`src/sesr_pkg.sv`:
```
// Package for the video receiver error status register group.
// Assumes a 32-bit Avalon-MM slave with word addressing by byte address.
package sesr_pkg;

  // Register indices as printed; byte address is four times the index
  localparam logic [3:0] IDX_ERR_PRI = 4'h2;
  localparam logic [3:0] IDX_ERR_SEC = 4'h3;
  localparam logic [3:0] IDX_RX_FLAGS = 4'h4;
  localparam logic [3:0] IDX_TX_FLAGS = 4'h5;
  localparam logic [3:0] IDX_IRQ_STAT = 4'h8;
  localparam logic [3:0] IDX_IRQ_MASK = 4'h9;

  // Bus shape
  localparam int ADDR_W = 6;
  localparam int DATA_W = 32;
  localparam int REG_W = 16;

  // Primary error register field positions
  localparam int ERR_VSTD_BIT = 10;
  localparam int ERR_FF_CRC_BIT = 9;
  localparam int ERR_AP_CRC_BIT = 8;
  localparam int STREAM_ERR_W = 7;

  // Stream error field positions, shared by both streams
  localparam int SE_CHROMA_CS = 6;
  localparam int SE_LUMA_CS = 5;
  localparam int SE_CHROMA_CRC = 4;
  localparam int SE_LUMA_CRC = 3;
  localparam int SE_LINE_NUM = 2;
  localparam int SE_START_REF = 1;
  localparam int SE_END_REF = 0;

  // Integrity flag layout: three segments of five flags
  localparam int SEG_W = 5;
  localparam int FLAGS_W = 15;
  localparam int INT_FOUND_BIT = 15;

  // Outgoing flags reset: unknown-status set in all three segments
  localparam logic [FLAGS_W-1:0] TX_FLAGS_RST = 15'h4210;

  // Interrupt sources in the interrupt status register
  localparam int IRQ_W = 2;
  localparam int IRQ_PRI_BIT = 0;
  localparam int IRQ_SEC_BIT = 1;

  // Input rate of the current stream
  typedef enum logic [1:0] {
    SESR_RATE_SD = 2'h0,
    SESR_RATE_HD = 2'h1,
    SESR_RATE_3GA = 2'h3,
    SESR_RATE_3GB = 2'h2
  } sesr_rate_e;

  // One stream's error events, one-cycle pulses from the detectors
  typedef struct packed {
    logic chroma_checksum_error;
    logic luma_checksum_error;
    logic chroma_line_crc_error;
    logic luma_line_crc_error;
    logic line_number_error;
    logic start_ref_error;
    logic end_ref_error;
  } sesr_stream_err_s;

  // One integrity segment, high bit first
  typedef struct packed {
    logic unknown_status;
    logic internal_already;
    logic internal_here;
    logic error_already;
    logic error_here;
  } sesr_segment_s;

  // Three segments in register order
  typedef struct packed {
    sesr_segment_s anc;
    sesr_segment_s full_field;
    sesr_segment_s active_pic;
  } sesr_flags_s;

endpackage

```
`src/sesr_regs.sv`:
```
// Error status and integrity flag register group of a serial video receiver.
// Assumes detector pulses and flag levels arrive on core_clk from the video path.
// Operation
// - video standard error latched in bit 10, SD and HD only
// - full-frame and active-picture CRC errors, bits 9,8
// - stream one checksum errors bits 6,5, all rates
// - stream one line CRC errors, no SD
// - stream one line number error, no SD
// - stream one start/end reference errors, all rates
// - stream two errors, level B only
// - received ancillary segment flags in bits 14:10
// - received full-field segment flags in bits 9:5
// - received active-picture flags bits 4:0, reset zero
// - outgoing unknown-status flags reset to one
// - other outgoing flags read-only, reset zero

`timescale 1ns/1ps
`default_nettype none

module sesr_regs (
  // Clock and reset
  input wire logic core_clk,
  input wire logic rstn,
  // Avalon-MM slave
  input wire logic [sesr_pkg::ADDR_W-1:0] address,
  input wire logic read,
  input wire logic write,
  input wire logic [sesr_pkg::DATA_W-1:0] writedata,
  input wire logic [3:0] byteenable,
  output logic [sesr_pkg::DATA_W-1:0] readdata,
  output logic waitrequest,
  output logic [1:0] response,
  // Video path status
  input wire sesr_pkg::sesr_rate_e input_rate,
  input wire logic video_standard_error_s1,
  input wire logic full_frame_crc_error,
  input wire logic active_picture_crc_error,
  input wire sesr_pkg::sesr_stream_err_s stream1_err,
  input wire sesr_pkg::sesr_stream_err_s stream2_err,
  input wire logic integrity_packet_found,
  input wire sesr_pkg::sesr_flags_s rx_flags,
  input wire sesr_pkg::sesr_flags_s tx_flags,
  // Interrupt
  output logic irq
);

  ////////////////////////////////////////////////////////////////////////////////
  // Bus decode

  // Word index from the byte address
  logic [3:0] word_idx;
  // Accept phase: one wait cycle, then answer
  logic ack;
  // Write strobe on the accept edge
  logic wr_go;
  // Low lanes hold all 16-bit registers
  logic low_lanes;
  // Index selects
  logic sel_pri;
  logic sel_sec;
  logic sel_stat;
  logic sel_mask;

  assign word_idx = address[5:2];
  assign waitrequest = (read | write) & ~ack;
  assign wr_go = write & ack;
  assign low_lanes = |byteenable[1:0];
  assign sel_pri = word_idx == sesr_pkg::IDX_ERR_PRI;
  assign sel_sec = word_idx == sesr_pkg::IDX_ERR_SEC;
  assign sel_stat = word_idx == sesr_pkg::IDX_IRQ_STAT;
  assign sel_mask = word_idx == sesr_pkg::IDX_IRQ_MASK;

  // Ack toggles so every access holds waitrequest high for one cycle
  always_ff @(posedge core_clk) begin
    if (!rstn) begin
      ack <= 1'b0;
    end else begin
      ack <= (read | write) & ~ack;
    end
  end

  ////////////////////////////////////////////////////////////////////////////////
  // Event qualification by input rate

  // Rate class decodes
  logic is_sd;
  logic is_level_b;
  // Qualified events in register layout
  logic [sesr_pkg::REG_W-1:0] pri_set;
  logic [sesr_pkg::REG_W-1:0] sec_set;

  assign is_sd = input_rate == sesr_pkg::SESR_RATE_SD;
  assign is_level_b = input_rate == sesr_pkg::SESR_RATE_3GB;

  // Map pulses onto bit positions, gated where a rate cannot carry them
  always_comb begin
    pri_set = '0;
    sec_set = '0;
    // Video standard check exists only for HD and SD
    pri_set[sesr_pkg::ERR_VSTD_BIT] = video_standard_error_s1 & (is_sd |
      (input_rate == sesr_pkg::SESR_RATE_HD));
    pri_set[sesr_pkg::ERR_FF_CRC_BIT] = full_frame_crc_error;
    pri_set[sesr_pkg::ERR_AP_CRC_BIT] = active_picture_crc_error;
    pri_set[sesr_pkg::SE_CHROMA_CS] = stream1_err.chroma_checksum_error;
    pri_set[sesr_pkg::SE_LUMA_CS] = stream1_err.luma_checksum_error;
    // SD carries no line CRC or line number words
    pri_set[sesr_pkg::SE_CHROMA_CRC] = stream1_err.chroma_line_crc_error & ~is_sd;
    pri_set[sesr_pkg::SE_LUMA_CRC] = stream1_err.luma_line_crc_error & ~is_sd;
    pri_set[sesr_pkg::SE_LINE_NUM] = stream1_err.line_number_error & ~is_sd;
    pri_set[sesr_pkg::SE_START_REF] = stream1_err.start_ref_error;
    pri_set[sesr_pkg::SE_END_REF] = stream1_err.end_ref_error;
    // Second stream only exists in level B; upper bits stay zero
    if (is_level_b) begin
      sec_set[sesr_pkg::STREAM_ERR_W-1:0] = stream2_err;
    end
  end

  ////////////////////////////////////////////////////////////////////////////////
  // Sticky error registers

  // Latched error bits
  logic [sesr_pkg::REG_W-1:0] err_pri;
  logic [sesr_pkg::REG_W-1:0] err_sec;
  // Clear masks from the accepted write; a write to the register with a low byte lane enabled clears all its latched bits
  logic [sesr_pkg::REG_W-1:0] pri_clr;
  logic [sesr_pkg::REG_W-1:0] sec_clr;

  assign pri_clr = {sesr_pkg::REG_W{wr_go & sel_pri & low_lanes}};
  assign sec_clr = {sesr_pkg::REG_W{wr_go & sel_sec & low_lanes}};

  // Set beats clear so an event in the clear cycle survives
  always_ff @(posedge core_clk) begin
    if (!rstn) begin
      err_pri <= '0;
    end else begin
      err_pri <= (err_pri & ~pri_clr) | pri_set;
    end
  end

  // Second stream register, same policy
  always_ff @(posedge core_clk) begin
    if (!rstn) begin
      err_sec <= '0;
    end else begin
      err_sec <= (err_sec & ~sec_clr) | sec_set;
    end
  end

  ////////////////////////////////////////////////////////////////////////////////
  // Integrity flag snapshots

  // Received flags with packet-found on top
  logic [sesr_pkg::REG_W-1:0] rx_reg;
  // Outgoing flags, top bit reserved zero
  logic [sesr_pkg::FLAGS_W-1:0] tx_reg;

  // Received flags follow the decoder each cycle; reset to zero
  always_ff @(posedge core_clk) begin
    if (!rstn) begin
      rx_reg <= '0;
    end else begin
      rx_reg[sesr_pkg::INT_FOUND_BIT] <= integrity_packet_found;
      rx_reg[14:10] <= rx_flags.anc;
      rx_reg[9:5] <= rx_flags.full_field;
      rx_reg[4:0] <= rx_flags.active_pic;
    end
  end

  // Outgoing flags start as unknown status until the generator reports
  always_ff @(posedge core_clk) begin
    if (!rstn) begin
      tx_reg <= sesr_pkg::TX_FLAGS_RST;
    end else begin
      tx_reg <= tx_flags;
    end
  end

  ////////////////////////////////////////////////////////////////////////////////
  // Interrupt status and mask

  // Sticky summary of new error events per register
  logic [sesr_pkg::IRQ_W-1:0] irq_stat;
  // Enables, reset masked
  logic [sesr_pkg::IRQ_W-1:0] irq_mask;
  // Events this cycle
  logic [sesr_pkg::IRQ_W-1:0] irq_ev;
  // Write-one-to-clear bits
  logic [sesr_pkg::IRQ_W-1:0] irq_w1c;

  assign irq_ev[sesr_pkg::IRQ_PRI_BIT] = |pri_set;
  assign irq_ev[sesr_pkg::IRQ_SEC_BIT] = |sec_set;
  assign irq_w1c = (wr_go & sel_stat & byteenable[0]) ?
    writedata[sesr_pkg::IRQ_W-1:0] : '0;

  // Set wins over a simultaneous write-one clear
  always_ff @(posedge core_clk) begin
    if (!rstn) begin
      irq_stat <= '0;
    end else begin
      irq_stat <= (irq_stat & ~irq_w1c) | irq_ev;
    end
  end

  // Mask register is plain read/write
  always_ff @(posedge core_clk) begin
    if (!rstn) begin
      irq_mask <= '0;
    end else if (wr_go & sel_mask & byteenable[0]) begin
      irq_mask <= writedata[sesr_pkg::IRQ_W-1:0];
    end
  end

  // Level output from a flop to keep it glitch free
  always_ff @(posedge core_clk) begin
    if (!rstn) begin
      irq <= 1'b0;
    end else begin
      irq <= |(irq_stat & irq_mask);
    end
  end

  ////////////////////////////////////////////////////////////////////////////////
  // Read data and response

  // Read mux value
  logic [sesr_pkg::DATA_W-1:0] rd_mux;
  // Address hits a mapped register
  logic hit;

  // Select the addressed register; unmapped reads as zero
  always_comb begin
    rd_mux = '0;
    hit = 1'b1;
    case (word_idx)
      sesr_pkg::IDX_ERR_PRI: rd_mux[sesr_pkg::REG_W-1:0] = err_pri;
      sesr_pkg::IDX_ERR_SEC: rd_mux[sesr_pkg::REG_W-1:0] = err_sec;
      sesr_pkg::IDX_RX_FLAGS: rd_mux[sesr_pkg::REG_W-1:0] = rx_reg;
      sesr_pkg::IDX_TX_FLAGS: rd_mux[sesr_pkg::FLAGS_W-1:0] = tx_reg;
      sesr_pkg::IDX_IRQ_STAT: rd_mux[sesr_pkg::IRQ_W-1:0] = irq_stat;
      sesr_pkg::IDX_IRQ_MASK: rd_mux[sesr_pkg::IRQ_W-1:0] = irq_mask;
      default: hit = 1'b0;
    endcase
  end

  // Read data registered in the wait cycle, valid on the accept edge
  always_ff @(posedge core_clk) begin
    if (!rstn) begin
      readdata <= '0;
    end else if (read & ~ack) begin
      readdata <= rd_mux;
    end
  end

  // Unmapped addresses answer with a decode error
  always_ff @(posedge core_clk) begin
    if (!rstn) begin
      response <= 2'h0;
    end else if ((read | write) & ~ack) begin
      response <= hit ? 2'h0 : 2'h3;
    end
  end

endmodule

`default_nettype wire

```
`config.mk`:
```
export PLATFORM = sky130hd
export DESIGN_NAME = sesr_regs
export DESIGN_NICKNAME = d
export VERILOG_FILES = /design/src/sesr_pkg.sv /design/src/sesr_regs.sv
export SDC_FILE = /design/constraint.sdc
export NUM_CORES = 1
export LEC_CHECK = 0
export ABC_AREA = 0
export BUFFER_PORTS_ARGS = -buffer_cell sky130_fd_sc_hd__buf_2
export CORE_MARGIN = 2
export CORE_UTILIZATION = 35
export DETAILED_ROUTE_END_ITERATION = 7
export GPL_TIMING_DRIVEN = 0
export PLACE_DENSITY = 0.71
export SYNTH_ARGS = -nofsm -noshare
export SYNTH_HDL_FRONTEND = slang
export SYNTH_SLANG_ARGS = --single-unit
```
`constraint.sdc`:
```
create_clock -name core_clk -period 2.2 [get_ports core_clk]
set_clock_uncertainty 0.1 [all_clocks]
set_input_delay 0.22 -clock core_clk [delete_from_list [all_inputs] [get_ports core_clk]]
set_output_delay 0.22 -clock core_clk [all_outputs]
set_load 0.01 [all_outputs]
```
==> summary.txt <==
Finish
  • Final Util: ~50%
  • Area growth syn-to-layout: 34.5%
  • Total Nets Final: roughly 580
  • Layout cell share with drive strength beyond 1: about 26%
  • Fillers: slightly below 900
  • ANT cells: 0
  • Non-Filler Instances: 613

Placement
  • Gpl congestion: 0.787
  • Inst Count DP: between 500 and 600
  • Detailed Place HPWL: 6170 um
  • Pre-CTS setup slack: 0.0754 ns
  • Port buffer count: 80

Timing
  • Setup ws final: 0.412 ns
  • Achievable frequency: 559 MHz
  • Final Hold Slack: 0.0239 ns
  • Final Setup Violations: 0
  • Final TNS setup: 0 ns
  • Final Cycle Share: 81.3%
  • Slew Limit Fails: 0
  • Period minus WS final: between 1.5 and 2 ns
  • Worst-margin pin slew: 0.815 ns
  • RSZ-0062 raised after global routing: false
  • Fin. Hold Viols: 0
  • Slew margin rel.: 44.9%

Power and ir drop
  • Worst vdd rail ir drop: 0.388 mV
  • PD cells: 716 nW/um^2
  • Lkg Pwr: 1.97 nW

Detailed routing
  • Drt wl/cell: 13.7 um
  • Detailed Route WL: between 8000 and 9000 um
  • DRT Pass-1 Iters: 4
  • DR iter-0 viols: 89
  • Vias/cell: around 4.6
  • DRC viols: 0
  • Vias: around 2,800
  • Routed Antenna Nets: 0

Floorplanning
  • Die Area: 10,400 um^2
  • IO Pins: 132
  • Die Y: approximately 100 um
  • Standard-cell rows: 35
  • Initial core utilization: a little over a third
  • Die W: 102 um
  • Core area: 9240 um^2

Yosys
  • YS warnings: 0
  • Synth cell count leaders: dfxtp_1, and2_1, o21ai_0, nand2_1, nor2b_1
  • Most common cell in the netlist: dfxtp_1
  • Post-synth EDFFs: 0
  • Syn Inst Count: 342
  • Largest cells by area after synthesis: dfxtp_1, and2_1, mux2i_1, buf_4, nor2b_1
  • Seq/Total Area, Yosys: 51.5%
  • Synth unique cells: 39
  • Post-synth top flop: dfxtp_1
  • Seq cells post-synth: 86
  • Area leader, netlist: dfxtp_1
  • Yosys top cell area share: between 50% and 60%
  • Asr flop ratio synth: 0%
  • Mapped Area: about 3300 um^2
  • Syn_area_per_cell: around 10 um^2

Critical path
  • WP data required: approximately 2.4 ns
  • Critical path class: input port to flop
  • CP Capture Type: flop
  • Crit path cell chain: buf_2 -> clkbuf_1 -> nor4b_1 -> buf_2 -> a221oi_1 -> o21ai_0
  • WP data arrival: between 1.5 and 2 ns
  • Max incr delay on CP: 0.78 ns
  • Max stage delay cell, worst path: nor4b_1
  • Startpoint types: input port
  • Max FO, Critical Path: 10
  • Most frequent cell on the critical path: buf_2

GRT
  • Vias in the first global route: 2,725
  • Total gr overflow: 0
  • First-pass GRT wire length: roughly 13,000 um
  • GRT Overall Usage: approximately 17%
  • Initial antenna violation count: 0
  • Largest net degree at the start of global routing: 17

Clocking
  • TritonCTS clock tree: yes
  • Worst skew pair latency: 0.36 ns
  • Worst-path clk slew: roughly 0.10 ns
  • CTS resizes: 0
  • CTS root buf: clkbuf_8
  • CTS H-Tree Depth: 3
  • CTS max path bufs: 2
  • Num CTS Buffers: 9
  • CTS sink cnt: 86

Worst hold path
  • Worst hold path class: input port to flop

Job
  • Max Cap Viol: 0

Outcome
  • Status: complete, no violations
[power by group]
| part | total [mW] | leakage, nW | internal, mW | switching [mW] |
|---|---|---|---|---|
| Combinational | 0.334 | 1.15 | 0.176 | 0.158 |
| Clock | 1.24 | 0.111 | 0.653 | 0.589 |
| Sequential | 1.64 | 0.707 | 1.62 | 0.0267 |
[kinds of logic (layout without fill, tap and decap cells)]
| group | Yosys count | in the layout | share of synthesized area, % |
|---|---|---|---|
| buffers and inverters | 44 | 171 | 7.41 |
| other | 1 | 16 | 0.112 |
| multiplexers | 18 | 18 | 5.39 |
| AND/OR/NAND/NOR | 121 | 121 | 20.8 |
| AO/OA/AOI/OAI | 70 | 70 | 14.2 |
| XOR/XNOR | 2 | 2 | 0.524 |
| flip-flops | 86 | 86 | 51.5 |
[critical path: cells and delay by family]
| kind | cells | cell delay, ns |
|---|---|---|
| AOI/OAI and AO/OA | 2 | 0.28 |
| buffers and inverters | 3 | 0.68 |
| and+or+nand+nor | 1 | 0.78 |
[metal layers]
| layer | wire length [um] | vias up | global-route usage (%) |
|---|---|---|---|
| met2 | 3870 | 94 | 26.6 |
| met4 | 133 | 0 | 5.61 |
| met5 | 0 | - | 0 |
| met1 | 3890 | 1312 | 21.9 |
| li1 | - | 1424 | - |
| met3 | 506 | 11 | 4.42 |
[placed cells by master (no fill, tap or decap), types with 2 or more instances in the layout]
master	instances
a21boi_0	8
a21oi_1	10
a221oi_1	13
clkbuf_8	9
nand4b_1	3
buf_2	88
dfxtp_1	86
bufinv_16	2
inv_6	3
o211ai_1	2
a211oi_1	2
nand2_1	19
xor2_1	2
or3_1	2
conb_1	16
a22oi_1	7
nand2b_1	5
mux2i_1	18
and3_1	15
nor4_1	4
nor2b_1	19
nor3_1	2
dlygate4sd3_1	31
o21ai_0	21
or4bb_1	2
nor2_1	16
o2bb2ai_1	2
and2_1	29
clkbuf_1	15
o21a_1	2
buf_4	17
[area by class of cell]
type	count	area, um^2	share of cell area (%)
plain buffers	43	244	5.42
clock buffers	9	124	2.75
repair buffers	111	711	15.8
multi-input cells	227	1430	31.8
clock inverters	7	103	2.28
flip-flops and latches	86	1720	38.3
well taps	129	161	3.59
inverters	1	3.75	0.0834
[worst paths after layout]
path                                                start                   endpoint  slack [ns]  depth (start not counted)
worst min register to register  readdata[10]$_SDFFE_PN0P_  readdata[10]$_SDFFE_PN0P_        0.36                          2
worst max register to register             ack$_SDFF_PN0_   readdata[4]$_SDFFE_PN0P_        0.45                          6
worst max-delay path                           address[3]   readdata[6]$_SDFFE_PN0P_        0.41                          6
worst min-delay path                       stream1_err[5]      err_pri[5]$_SDFF_PN0_        0.02                          3
[per-stage QoR]
| step | instance area (um^2) | power (mW) |
|---|---|---|
| floorplan | 3400 | 1.85 |
| global placement | 3960 | 1.96 |
| detailed placement | 3960 | 1.97 |
| CTS | 4500 | 3.23 |
| global route | 4500 | 3.35 |
| finish | 4500 | 3.22 |
[repair_timing]
| item | in CTS | in global routing |
|---|---|---|
| hold buffers | 31 | 0 |
| setup buffers | 0 | 0 |
| hold endpoints to repair | 31 | 0 |
Power figures use the tool's default switching activity.
